--- config.mk ---
export PLATFORM = sky130hd
export DESIGN_NAME = bdt_top
export DESIGN_NICKNAME = d
export VERILOG_FILES = /design/src/rtl/bdt_pkg.sv /design/src/rtl/bdt_discard_timer.sv /design/src/rtl/bdt_sticky_bits.sv /design/src/rtl/bdt_top.sv
export SDC_FILE = /design/constraint.sdc
export NUM_CORES = 1
export LEC_CHECK = 0
export BUFFER_PORTS_ARGS = -buffer_cell sky130_fd_sc_hd__clkbuf_2
export CAP_MARGIN = 20
export CORE_AREA = 8 8 95 97
export DETAILED_ROUTE_END_ITERATION = 8
export DIE_AREA = 0 0 103 105
export GPL_ROUTABILITY_DRIVEN = 0
export GPL_TIMING_DRIVEN = 0
export PLACE_DENSITY = 0.7
export SYNTH_ARGS = -nofsm -noshare
export SYNTH_HDL_FRONTEND = slang
export SYNTH_SLANG_ARGS = --single-unit
--- constraint.sdc ---
create_clock -name clk_in -period 6.75 [get_ports clk_in]
set_clock_uncertainty 0.1 [all_clocks]
set_input_delay 0.675 -clock clk_in [delete_from_list [all_inputs] [get_ports clk_in]]
set_output_delay 0.675 -clock clk_in [all_outputs]
set_load 0.1 [all_outputs]
--- src/rtl/bdt_pkg.sv ---
// constants for the bridge-control upper fields and discard timers
// assumes a single 100 MHz clock that is also the PCI clock of both sides
package bdt_pkg;
  // register byte offsets
  localparam logic [3:0]  OFS_CTRL       = 4'h0;
  localparam logic [3:0]  OFS_IRQ_STAT   = 4'h4;
  localparam logic [3:0]  OFS_IRQ_MASK   = 4'h8;
  localparam logic [3:0]  OFS_STATE      = 4'hC;
  // field positions in the control register
  localparam int          SEC_RESET_BIT  = 22;
  localparam int          FBB_EN_BIT     = 23;
  localparam int          PRI_SEL_BIT    = 24;
  localparam int          SEC_SEL_BIT    = 25;
  localparam int          TMO_STAT_BIT   = 26;
  localparam int          SERR_EN_BIT    = 27;
  localparam logic [31:0] CTRL_RESET     = 32'h0000_0000;
  // interrupt status and mask layout
  localparam int          IRQ_W          = 2;
  localparam int          IRQ_PRI_BIT    = 0;
  localparam int          IRQ_SEC_BIT    = 1;
  localparam logic [1:0]  IRQ_MASK_RESET = 2'h0;
  // state register layout
  localparam int          ST_PRI_BUSY    = 0;
  localparam int          ST_SEC_BUSY    = 1;
  // timeouts in PCI clocks, one PCI clock per clk_in cycle
  localparam int          CNT_W          = 16;
  localparam int          TMO_SHORT_EXP  = 10;
  localparam int          TMO_LONG_EXP   = 15;
  localparam int          PCI_CLK_PER_CYCLE = 1;
  localparam logic [15:0] TMO_SHORT_CLKS =
    16'((1 << TMO_SHORT_EXP) * PCI_CLK_PER_CYCLE);
  localparam int          TMO_LONG_CLKS  = (1 << TMO_LONG_EXP) * PCI_CLK_PER_CYCLE;
endpackage : bdt_pkg

--- src/rtl/bdt_discard_timer.sv ---
// delayed transaction discard timer for one bridge side
// assumes queue head and repeat signals come from logic on clk_in
`timescale 1ns/1ps
module bdt_discard_timer (
  input  wire logic        clk_in,
  input  wire logic        arst_n_in,
  input  wire logic        head_valid_in,
  input  wire logic        repeat_in,
  input  wire logic [15:0] limit_in,
  output logic             expire_out,
  output logic             busy_out
);
  logic [15:0] count_q;
  logic        seen_q;
  logic        done_q;
  logic        hit;

  assign busy_out = head_valid_in && !seen_q && !done_q;
  assign hit      = busy_out && !repeat_in && (count_q >= (limit_in - 16'h0001));

  always_ff @(posedge clk_in or negedge arst_n_in) begin
    if (!arst_n_in) begin
      count_q <= 16'h0000;
    end else if (!head_valid_in) begin
      count_q <= 16'h0000;
    end else if (busy_out && !hit) begin
      count_q <= count_q + 16'h0001;
    end
  end

  always_ff @(posedge clk_in or negedge arst_n_in) begin
    if (!arst_n_in) begin
      seen_q <= 1'b0;
    end else if (!head_valid_in) begin
      seen_q <= 1'b0;
    end else if (repeat_in && !done_q) begin
      seen_q <= 1'b1;
    end
  end

  always_ff @(posedge clk_in or negedge arst_n_in) begin
    if (!arst_n_in) begin
      done_q     <= 1'b0;
      expire_out <= 1'b0;
    end else begin
      expire_out <= hit;
      if (!head_valid_in) begin
        done_q <= 1'b0;
      end else if (hit) begin
        done_q <= 1'b1;
      end
    end
  end
endmodule : bdt_discard_timer

--- src/rtl/bdt_sticky_bits.sv ---
// sticky interrupt status bits with mask and one level interrupt
// assumes set and clear pulses on clk_in; set wins over clear
`timescale 1ns/1ps
module bdt_sticky_bits (
  input  wire logic                    clk_in,
  input  wire logic                    arst_n_in,
  input  wire logic [bdt_pkg::IRQ_W-1:0] set_in,
  input  wire logic [bdt_pkg::IRQ_W-1:0] clr_in,
  input  wire logic [bdt_pkg::IRQ_W-1:0] mask_in,
  output logic      [bdt_pkg::IRQ_W-1:0] stat_out,
  output logic                         irq_out
);
  genvar g;
  generate
    for (g = 0; g < bdt_pkg::IRQ_W; g = g + 1) begin : g_bit
      always_ff @(posedge clk_in or negedge arst_n_in) begin
        if (!arst_n_in) begin
          stat_out[g] <= 1'b0;
        end else if (set_in[g]) begin
          stat_out[g] <= 1'b1;
        end else if (clr_in[g]) begin
          stat_out[g] <= 1'b0;
        end
      end
    end
  endgenerate

  always_ff @(posedge clk_in or negedge arst_n_in) begin
    if (!arst_n_in) begin
      irq_out <= 1'b0;
    end else begin
      irq_out <= |((stat_out | set_in) & ~(clr_in & ~set_in) & mask_in);
    end
  end
endmodule : bdt_sticky_bits

--- src/rtl/bdt_top.sv ---
// bridge-control upper fields, discard timers and their error signalling
// assumes an Avalon-MM master on clk_in and queue logic on the same clock
//
// The register addresses and register access over Avalon-MM were chosen for this implementation.
`timescale 1ns/1ps

// Overview of operation
// control bit 22 set drives the secondary bus reset output asserted
// fast back-to-back to different targets only granted while bit 23 is set
// primary discard timeout is 2^15 clocks, or 2^10 when bit 24 set
// secondary discard timeout is 2^15 clocks, or 2^10 when bit 25 set
// each timer starts once its delayed transaction reaches queue head
// timer expiry without any repeat removes the delayed transaction
// initiators must repeat a delayed request before the timeout runs out
// either timer expiring sets status bit 26; software clears it
// either timer expiring pulses the primary system error when bit 27 enabled
// reserved bits 31:28 read zero, reset zero, ignore writes
// bit 26 cleared by writing one; all control fields reset to zero
module bdt_top #(
  parameter int LONG_TIMEOUT_CLKS = bdt_pkg::TMO_LONG_CLKS
) (
  input  wire logic        clk_in,
  input  wire logic        arst_n_in,
  // avalon-mm slave
  input  wire logic [3:0]  avs_address_in,
  input  wire logic        avs_read_in,
  input  wire logic        avs_write_in,
  input  wire logic [31:0] avs_writedata_in,
  input  wire logic [3:0]  avs_byteenable_in,
  output logic      [31:0] avs_readdata_out,
  output logic             avs_waitrequest_out,
  // delayed transaction queues
  input  wire logic        pri_head_valid_in,
  input  wire logic        pri_repeat_in,
  output logic             pri_discard_out,
  input  wire logic        sec_head_valid_in,
  input  wire logic        sec_repeat_in,
  output logic             sec_discard_out,
  // secondary bus master
  input  wire logic        sec_b2b_request_in,
  output logic             sec_fast_b2b_go_out,
  output logic             sec_bus_reset_out_n,
  // primary system error, open drain, and interrupt request
  output logic             primary_system_error_out_n,
  output logic             primary_system_error_oe_out,
  output logic             irq_out
);
  localparam logic [15:0] LONG_LIMIT = 16'(LONG_TIMEOUT_CLKS);

  // control fields
  logic                      sec_reset_q;
  logic                      fbb_en_q;
  logic                      pri_sel_q;
  logic                      sec_sel_q;
  logic                      tmo_stat_q;
  logic                      serr_en_q;
  logic [bdt_pkg::IRQ_W-1:0] irq_mask_q;

  // bus handshake
  logic                      ack_q;
  logic                      req;
  logic                      wr_acc;
  logic [31:0]               rd_d;
  logic [31:0]               ctrl_rd;
  logic [31:0]               wmask;

  // decoded writes
  logic                      wr_ctrl;
  logic                      wr_stat;
  logic                      wr_mask;

  // timers
  logic [15:0]               pri_limit;
  logic [15:0]               sec_limit;
  logic                      pri_expire;
  logic                      sec_expire;
  logic                      pri_busy;
  logic                      sec_busy;
  logic                      any_expire;

  // interrupts
  logic [bdt_pkg::IRQ_W-1:0] irq_set;
  logic [bdt_pkg::IRQ_W-1:0] irq_clr;
  logic [bdt_pkg::IRQ_W-1:0] irq_stat;
  logic                      irq_q;

  // error and pin registers
  logic                      serr_d;
  logic                      sec_rst_n_q;
  logic                      fbb_go_q;

  // byte enables widened to bit mask
  assign wmask = {{8{avs_byteenable_in[3]}},
                  {8{avs_byteenable_in[2]}},
                  {8{avs_byteenable_in[1]}},
                  {8{avs_byteenable_in[0]}}};

  assign req     = avs_read_in || avs_write_in;
  assign wr_acc  = ack_q && avs_write_in;
  assign wr_ctrl = wr_acc && (avs_address_in == bdt_pkg::OFS_CTRL);
  assign wr_stat = wr_acc && (avs_address_in == bdt_pkg::OFS_IRQ_STAT);
  assign wr_mask = wr_acc && (avs_address_in == bdt_pkg::OFS_IRQ_MASK);

  // one wait cycle, then a single acknowledge cycle
  always_ff @(posedge clk_in or negedge arst_n_in) begin
    if (!arst_n_in) begin
      ack_q <= 1'b0;
    end else begin
      ack_q <= req && !ack_q;
    end
  end

  always_ff @(posedge clk_in or negedge arst_n_in) begin
    if (!arst_n_in) begin
      avs_waitrequest_out <= 1'b1;
    end else begin
      avs_waitrequest_out <= !(req && !ack_q);
    end
  end

  // control register image, reserved bits zero
  always_comb begin
    ctrl_rd = bdt_pkg::CTRL_RESET;
    ctrl_rd[bdt_pkg::SEC_RESET_BIT] = sec_reset_q;
    ctrl_rd[bdt_pkg::FBB_EN_BIT]    = fbb_en_q;
    ctrl_rd[bdt_pkg::PRI_SEL_BIT]   = pri_sel_q;
    ctrl_rd[bdt_pkg::SEC_SEL_BIT]   = sec_sel_q;
    ctrl_rd[bdt_pkg::TMO_STAT_BIT]  = tmo_stat_q;
    ctrl_rd[bdt_pkg::SERR_EN_BIT]   = serr_en_q;
  end

  // read mux, unmapped reads return zero
  always_comb begin
    rd_d = 32'h0000_0000;
    unique case (avs_address_in)
      bdt_pkg::OFS_CTRL: begin
        rd_d = ctrl_rd;
      end
      bdt_pkg::OFS_IRQ_STAT: begin
        rd_d[bdt_pkg::IRQ_W-1:0] = irq_stat;
      end
      bdt_pkg::OFS_IRQ_MASK: begin
        rd_d[bdt_pkg::IRQ_W-1:0] = irq_mask_q;
      end
      bdt_pkg::OFS_STATE: begin
        rd_d[bdt_pkg::ST_PRI_BUSY] = pri_busy;
        rd_d[bdt_pkg::ST_SEC_BUSY] = sec_busy;
      end
      default: begin
        rd_d = 32'h0000_0000;
      end
    endcase
  end

  // read data loaded as acknowledge rises
  always_ff @(posedge clk_in or negedge arst_n_in) begin
    if (!arst_n_in) begin
      avs_readdata_out <= 32'h0000_0000;
    end else if (avs_read_in && !ack_q) begin
      avs_readdata_out <= rd_d;
    end
  end

  // plain read-write control fields
  always_ff @(posedge clk_in or negedge arst_n_in) begin
    if (!arst_n_in) begin
      sec_reset_q <= 1'b0;
      fbb_en_q    <= 1'b0;
      pri_sel_q   <= 1'b0;
      sec_sel_q   <= 1'b0;
      serr_en_q   <= 1'b0;
    end else if (wr_ctrl) begin
      if (wmask[bdt_pkg::SEC_RESET_BIT]) begin
        sec_reset_q <= avs_writedata_in[bdt_pkg::SEC_RESET_BIT];
      end
      if (wmask[bdt_pkg::FBB_EN_BIT]) begin
        fbb_en_q <= avs_writedata_in[bdt_pkg::FBB_EN_BIT];
      end
      if (wmask[bdt_pkg::PRI_SEL_BIT]) begin
        pri_sel_q <= avs_writedata_in[bdt_pkg::PRI_SEL_BIT];
      end
      if (wmask[bdt_pkg::SEC_SEL_BIT]) begin
        sec_sel_q <= avs_writedata_in[bdt_pkg::SEC_SEL_BIT];
      end
      if (wmask[bdt_pkg::SERR_EN_BIT]) begin
        serr_en_q <= avs_writedata_in[bdt_pkg::SERR_EN_BIT];
      end
    end
  end

  // timeout status, set wins over write-one clear
  always_ff @(posedge clk_in or negedge arst_n_in) begin
    if (!arst_n_in) begin
      tmo_stat_q <= 1'b0;
    end else if (any_expire) begin
      tmo_stat_q <= 1'b1;
    end else if (wr_ctrl && wmask[bdt_pkg::TMO_STAT_BIT]
                 && avs_writedata_in[bdt_pkg::TMO_STAT_BIT]) begin
      tmo_stat_q <= 1'b0;
    end
  end

  // interrupt mask
  always_ff @(posedge clk_in or negedge arst_n_in) begin
    if (!arst_n_in) begin
      irq_mask_q <= bdt_pkg::IRQ_MASK_RESET;
    end else if (wr_mask && avs_byteenable_in[0]) begin
      irq_mask_q <= avs_writedata_in[bdt_pkg::IRQ_W-1:0];
    end
  end

  // timeout select per side
  assign pri_limit = pri_sel_q ? bdt_pkg::TMO_SHORT_CLKS : LONG_LIMIT;
  assign sec_limit = sec_sel_q ? bdt_pkg::TMO_SHORT_CLKS : LONG_LIMIT;

  bdt_discard_timer u_pri_timer (
    .clk_in        (clk_in),
    .arst_n_in     (arst_n_in),
    .head_valid_in (pri_head_valid_in),
    .repeat_in     (pri_repeat_in),
    .limit_in      (pri_limit),
    .expire_out    (pri_expire),
    .busy_out      (pri_busy)
  );

  bdt_discard_timer u_sec_timer (
    .clk_in        (clk_in),
    .arst_n_in     (arst_n_in),
    .head_valid_in (sec_head_valid_in),
    .repeat_in     (sec_repeat_in),
    .limit_in      (sec_limit),
    .expire_out    (sec_expire),
    .busy_out      (sec_busy)
  );

  // expiry removes the head entry
  assign pri_discard_out = pri_expire;
  assign sec_discard_out = sec_expire;
  assign any_expire      = pri_expire || sec_expire;

  // interrupt events, write one to clear
  assign irq_set[bdt_pkg::IRQ_PRI_BIT] = pri_expire;
  assign irq_set[bdt_pkg::IRQ_SEC_BIT] = sec_expire;
  assign irq_clr = (wr_stat && avs_byteenable_in[0]) ?
                   avs_writedata_in[bdt_pkg::IRQ_W-1:0] : {bdt_pkg::IRQ_W{1'b0}};

  bdt_sticky_bits u_irq (
    .clk_in    (clk_in),
    .arst_n_in (arst_n_in),
    .set_in    (irq_set),
    .clr_in    (irq_clr),
    .mask_in   (irq_mask_q),
    .stat_out  (irq_stat),
    .irq_out   (irq_q)
  );

  assign irq_out = irq_q;

  // one-clock system error pulse on expiry
  assign serr_d = any_expire && serr_en_q;

  always_ff @(posedge clk_in or negedge arst_n_in) begin
    if (!arst_n_in) begin
      primary_system_error_out_n  <= 1'b1;
      primary_system_error_oe_out <= 1'b0;
    end else begin
      primary_system_error_out_n  <= !serr_d;
      primary_system_error_oe_out <= serr_d;
    end
  end

  // secondary reset pin follows its field
  always_ff @(posedge clk_in or negedge arst_n_in) begin
    if (!arst_n_in) begin
      sec_rst_n_q <= 1'b1;
    end else begin
      sec_rst_n_q <= !sec_reset_q;
    end
  end

  assign sec_bus_reset_out_n = sec_rst_n_q;

  // fast back-to-back grant, held off while the secondary is reset
  always_ff @(posedge clk_in or negedge arst_n_in) begin
    if (!arst_n_in) begin
      fbb_go_q <= 1'b0;
    end else begin
      fbb_go_q <= sec_b2b_request_in && fbb_en_q && !sec_reset_q;
    end
  end

  assign sec_fast_b2b_go_out = fbb_go_q;

endmodule : bdt_top

==> results.md, run 1 <==
* Post-cts sizing count at 0
* WP data arrival at 2830 ps
* Tightest Hold Check Type: reg2reg
* DRC violations left at 0
* Total power at 0.8644 mW
* Worst-case register-to-register setup slack at ~4100 ps
* CTS H-tree depth at 3
* Unrepaired setup endpoints after global routing: false
* Reg-to-Reg Start: pri_sel_q
* Slew of the pin with the lowest slew margin at 845.8 ps
* Clock Sinks at 63
* Tmin final at 2658 ps
* Via Count at 2544
* Reg clk slew, reported paths at approximately 80 ps
* Yosys warns at 0
* Pleak at 1.918 nW
* Asr flop ratio synth at between 90% and 100%
* CTS buffer count at 9
* Postcts setup bufs at 0
* Slowest Stage Delay on Critical Path at 490 ps
* P&R area growth vs syn at 17.73%
* Yosys reg bits at 63
* I/O pins at between 80 and 90
* Ys flop type: dfrtp_1
* Hpwl dp at 5106 microns
* Remaining global-route overflow at 0
* Crit-path max FO at 10
* Total track usage at 13.13%
* Largest net degree at the start of global routing at 64
* # setup viols final at 0
* Reg2Reg Capture Point: u_pri_timer.count_q[5]
* Die width at 103 microns
* Routed WL at 6849 microns
* Port bufs at 39
* Multi-input logic area at 1608 sq um
* Avg WL per Cell at 13.51 microns
* Global-route wire length before repair at roughly 11000 microns
* Worst setup SP type: register
* Starting Density at about 44%
* Status: completed
* Pre-antenna DRT Iters at 4
* Synth Instances at approximately 330
* Vias per cell at 5.018
* Register Area at 1580 sq um
* Worst r2r path cells at 7
* Slew headroom at 43.61%
* Max cap viols at 0
* Hold Crit Start: sec_reset_q
* Share of layout cells above drive strength 1 at between 20 and 25%
* Slowest CP cell: or4_1
* Kind of critical path: reg2reg
* Max Clk Rate at 376.2 MHz
* Power per cell area at 219.5 nW/um^2
* Final Hold Viols at 0
* FP Rows at 32
* Antenna Nets Post-Route at 0
* Die Y at 105 microns
* Core area at 7527 sq um
* Fillers at 701
* Crit. End Element: register
* Fin nets at between 400 and 500
* Peak VDD IR at 0.0001180 V
* Launch point of the worst path: pri_sel_q
* Violation count after the first detailed-route iteration at 81
* Post-synth EDFFs at 0
* Register area share after synthesis at 47.23%
* Later-pin clock latency in the skew report at 350 ps
* Maximum buffer depth of the clock tree at 2
* Synth Area per Inst at 10.23 sq um
* CTS Hold Bufs at 0
* Worst path required time at 6920 ps
* Period utilization at roughly two fifths
* WHS Endpoint: sec_bus_reset_out_n
* Slew Viols, Final at 0
* Vias in the first global route at 2507
* Post-Syn Area at 3346 sq um
* Number of diodes at 0
* Critical-path cell list: ha_1 -> a211oi_2 -> nand2_2 -> a311oi_4 -> nor2_4 -> or4_1 -> a21oi_1
* Cells on Worst Hold Path at 1
* Clock root buffer: clkbuf_8
* Number of antenna violations at the first check in global routing at 0
* CTS tree: yes
* Setup TNS at 0 ps
* Netlist cell types at 50
* Total Die Area at 10820 sq um
==> sequential cells by signal, summed over array words and instances, names as in the netlist, 2 cells and up <==
signal and cells:
u_sec_timer.count_q 16, u_irq.stat_out 2, irq_mask_q 2, u_pri_timer.count_q 16
avs_readdata_out 8
==> per-stage QoR <==
stage                     hold slack [ps]  worst slack, ps  instance area [sq um]  instances  utilization (%)
after floorplan                     279.4             4378                   3432        350                -
after global placement              313.4             4175                   3755        491            49.88
after detailed placement            319.9             4136                   3757        491            49.92
after CTS                           331.3             4106                   3939        507            52.33
after global routing                371.5             3971                   3939        507            52.33
final                               335.1             4092                   3939        507            52.33
==> how the worst max path moves through the flow <==
stage                                   end
detailed placement   u_pri_timer.count_q[5]
global placement     u_pri_timer.count_q[5]
CTS                  u_pri_timer.count_q[5]
global route        u_sec_timer.count_q[12]
finish               u_pri_timer.count_q[5]
floorplan            u_pri_timer.count_q[5]
==> synthesized netlist by cell type (3+ instances only) <==
cell	number	area, sq um
o31ai_1	5	37.54
buf_4	25	187.7
mux2i_1	4	40.04
a22o_1	11	96.34
inv_1	9	33.78
ha_1	12	150.1
o21ai_0	10	50.05
nor2_1	21	78.83
a21boi_0	5	37.54
nand2b_1	7	43.79
and2_1	12	75.07
dfrtp_1	60	1501
dfstp_2	3	78.83
o211ai_1	4	30.03
nand4_1	8	50.05
nand2_1	26	97.59
and3_1	8	50.05
a21oi_1	8	40.04
clkbuf_1	5	18.77
o2111ai_1	5	43.79
xnor2_1	10	87.58
mux2_2	7	78.83
xor2_1	6	52.55
nand3_1	17	85.08
or3_1	5	31.28
==> power by group <==
part	switching (mW)	total (mW)	internal [mW]	leakage (nW)
Combinational	0.124	0.162	0.0380	0.982
Clock	0.160	0.296	0.136	0.0820
Sequential	0.0133	0.407	0.394	0.855
Total	0.297	0.864	0.567	1.92
==> logic make-up after synthesis <==
group / Yosys count / share of synthesized area [%]
other: 1 / 0.1121
AOI/OAI and AO/OA: 60 / 13.43
xor gates and xnor gates: 16 / 4.188
buffers and inverters: 40 / 7.292
and+or+nand+nor: 124 / 19.71
DFF: 63 / 47.23
muxes: 11 / 3.553
adders and majority gates: 12 / 4.488
==> layout by cell type, fill, tap and decap left out, types with 4 or more instances in the layout <==
master	synthesis	routed
o2111ai_1	5	5
o21ai_0	10	10
nand2b_1	7	7
a22o_1	11	11
clkbuf_1	5	5
clkbuf_2	0	38
dfrtp_1	60	60
o211ai_1	4	4
or3_1	5	5
a21boi_0	5	5
nand2_1	26	26
conb_1	1	24
nand4_1	8	8
inv_1	9	9
and2_1	12	12
o31ai_1	5	5
buf_4	25	25
xnor2_1	10	10
mux2_2	7	7
xor2_1	6	6
nor2_1	21	21
a21oi_1	8	8
nand3_1	17	17
mux2i_1	4	4
and3_1	8	8
ha_1	12	12
clkbuf_8	0	9
==> critical path, delay by kind of cell (launching register included) <==
family | cells | cell delay (ps)
AND/OR/NAND/NOR | 3 | 770
flip-flops | 1 | 470
AO/OA/AOI/OAI | 3 | 870
adder cells (fa/ha/maj) | 1 | 370
==> cell type report <==
class,instances,area share [%]
inverter,9,0.8577
clock inverter,7,1.461
clock buffer,9,3.145
sequential,63,40.12
tap,102,3.240
buffer,31,5.337
multi-input combinational,247,40.82
timing repair buffer,39,5.019
==> metal layers <==
layer,GRT usage (%),wire (microns)
met4,5.998,115
met3,3.782,553
met1,15.46,2984
met2,21.40,3196
met5,0,0
(Power assumes the default switching activity.)
==> run 2, diff against run 1 <==
--- a/config.mk
+++ b/config.mk
@@ -12,7 +12,7 @@
 export DIE_AREA = 0 0 103 105
 export GPL_ROUTABILITY_DRIVEN = 0
 export GPL_TIMING_DRIVEN = 0
-export PLACE_DENSITY = 0.7
+export PLACE_DENSITY = 0.72
 export SYNTH_ARGS = -nofsm -noshare
 export SYNTH_HDL_FRONTEND = slang
 export SYNTH_SLANG_ARGS = --single-unit
==> constraint.sdc (replaced) <==
create_clock -name clk_in -period 2.3 [get_ports clk_in]
set_clock_uncertainty 0.1 [all_clocks]
set_input_delay 0.23 -clock clk_in [delete_from_list [all_inputs] [get_ports clk_in]]
set_output_delay 0.23 -clock clk_in [all_outputs]
set_load 0.1 [all_outputs]
==> run 2 against run 1 <==
Net effect:
- the flow now finishes with violations (setup timing)
- via count grew 6.2%
- critical path depth grew 1
- maximum frequency grew 15%
- worst hold slack lost 310 ps
- setup slack lost 4100 ps
- total power grew to 3.1 times the previous value
- sequential cell count is the same
- count of clock-buffer cells in the layout grew 1
==> results.md, run 2 (synthesis results as in run 1) <==
* Top flop regs: u_pri_timer.count_q: 16 flops, u_sec_timer.count_q: 16 flops, avs_readdata_out: 8 flops
* Port bufs at 39 (unchanged)
* Commonest non-fill, non-tap cell in the layout: dfrtp_1
* CTS H-tree depth at 3 (unchanged)
* Worst-case register-to-register setup slack at -20 ps (-4110 ps)
* Multi-input logic area at 1763 sq um (+9.6%)
* Reg clk slew, reported paths at 80 ps (about the same)
* Reg2Reg Capture Point: u_pri_timer.count_q[5]
* Status: complete, but fails checks
* Total power at 2.701 mW (+210%)
* Critical-path cell list: ha_4 -> a211oi_2 -> nand2_2 -> a311oi_4 -> buf_6 -> nor2_4 -> or4_1 -> a21oi_1
* Largest net degree at the start of global routing at 64 (unchanged)
* WP data arrival at 2500 ps (-330 ps)
* Max cap viols at 0 (unchanged)
* I/O pins at 89 (unchanged)
* Via Count at 2701 (+6.2%)
* Unrepaired setup endpoints after global routing: true
* Crit. End Element: register
* Clock Sinks at 63 (unchanged)
* Later-pin clock latency in the skew report at 350 ps (about the same)
* Total Die Area at 10820 sq um (unchanged)
* Power per cell area at 632.8 nW/um^2 (+190%)
* Routed WL at 7646 microns (+12%)
* Starting Density at 44.45% (unchanged)
* Tightest Hold Check Type: in2reg
* Core area at 7527 sq um (unchanged)
* Worst r2r path cells at 8 (+1)
* Slowest CP cell: dfrtp_2
* Violation count after the first detailed-route iteration at 95 (+17%)
* Fin nets at 477 (+3.5%)
* # setup viols final at 1 (+1)
* Worst path required time at 2480 ps (-4440 ps)
* Fillers at 655 (-6.6%)
* Final WS setup at -16.17 ps (-4108 ps)
* Global-route wire length before repair at 11920 microns (+4.0%)
* Slew Viols, Final at 0 (unchanged)
* Max Clk Rate at 431.7 MHz (+15%)
* Critical Path End: u_pri_timer.count_q[5]
* DRC violations left at 0 (unchanged)
* Peak VDD IR at 0.0003052 V (+160%)
* Pleak at 2.011 nW (+4.9%)
* FP Rows at 32 (unchanged)
* Pre-antenna DRT Iters at 5 (+1)
* Avg WL per Cell at 14.59 microns (+8.0%)
* Kind of critical path: reg2reg
* Slew of the pin with the lowest slew margin at 849.3 ps (+3.488 ps)
* Die width at 103 microns (unchanged)
* Dpl ws at -279.9 ps (-4416 ps)
* Vias per cell at 5.155 (+2.7%)
* Failing checks: setup timing
* Die Y at 105 microns (unchanged)
* Total track usage at 13.84% (+0.71 points)
* Number of antenna violations at the first check in global routing at 1 (+1)
* Period utilization at 100.7% (+61 points)
* Worst setup SP type: register
* Tmin final at 2316 ps (-341.8 ps)
* Maximum buffer depth of the clock tree at 2 (unchanged)
* Remaining global-route overflow at 0 (unchanged)
* Clock root buffer: clkbuf_8
* Crit-path max FO at 8 (-2)
* Vias in the first global route at 2570 (+2.5%)
* Launch point of the worst path: pri_sel_q
* Reg-to-Reg Start: pri_sel_q
* Slowest Stage Delay on Critical Path at 490 ps (about the same)
* CTS tree: yes
* Final Hold Viols at 0 (unchanged)
* Share of layout cells above drive strength 1 at 32.30% (+7.4 points)
* Slew headroom at 43.38% (-0.23 points)
* Antenna Nets Post-Route at 0 (unchanged)
* Register Area at 1583 sq um (+0.16%)
* P&R area growth vs syn at 27.56%
* Hpwl dp at 5088 microns (-0.34%)
* CTS buffer count at 9 (unchanged)
* Most frequent cells in the layout: 58 x dfrtp_1, 38 x clkbuf_2, 34 x buf_4, 25 x nand2_1, 24 x conb_1
## run 2: final cells by class
class | count | area share [%]
clock inverters | 6 | 1.407
diodes | 1 | 0.05863
clock buffers | 10 | 3.225
well taps | 102 | 2.990
flip-flops and latches | 63 | 37.09
multi-input cells | 247 | 41.31
repair buffers | 55 | 8.121
inverters | 9 | 0.7916
plain buffers | 31 | 5.013
## run 2: how the worst min path moves through the flow
stage,start,to,cells after the start
finish,avs_writedata_in[23],fbb_en_q,2
detailed placement,arst_n_in,u_sec_timer.count_q[2],1
CTS,avs_writedata_in[24],pri_sel_q,2
floorplan,arst_n_in,ack_q,0
global placement,sec_reset_q,sec_bus_reset_out_n,1
global route,sec_b2b_request_in,sec_fast_b2b_go_out,2
## run 2: routing by layer
metal | vias to the layer above | wire length (microns) | global-route usage [%]
met5 | - | 0 | 0
met4 | 0 | 166 | 7.342
met3 | 15 | 492 | 3.451
met2 | 75 | 3637 | 21.59
li1 | 1304 | - | -
met1 | 1307 | 3349 | 17.08
## run 2: repair_timing
action / CTS / global route
hold buffers: 1 / 1
resized for setup: 12 / 21
setup buffers: 7 / 7
pin swaps: 4 / 14
endpoints found under the setup margin: 14 / 16
hold endpoints to repair: 60 / 1
## run 2: power breakdown
part,switching [mW],internal [mW],total [mW]
combinational,0.383,0.147,0.530
sequential,0.0424,1.16,1.20
clock,0.448,0.524,0.972
total,0.874,1.83,2.70
## run 2: per-stage QoR
stage | hold slack (ps) | utilization, % | TNS, ps | area, sq um | cells
floorplan | -165.6 | - | 0 | 3446 | 350
global placement | 307.5 | 50.07 | -1259 | 3769 | 491
detailed placement | 310.6 | 50.10 | -1656 | 3771 | 491
CTS | 4.120 | 54.45 | -35.40 | 4099 | 515
global route | 9.118 | 56.70 | -1138 | 4268 | 524
finish | 20.76 | 56.70 | -16.17 | 4268 | 524
## run 2: critical path: cells and delay by family, from the launching register on
kind                       cells  cell delay (ps)
and+or+nand+nor                3              670
AOI/OAI and AO/OA              3              580
DFF                            1              490
adders and majority gates      1              250
buffers and inverters          1              170
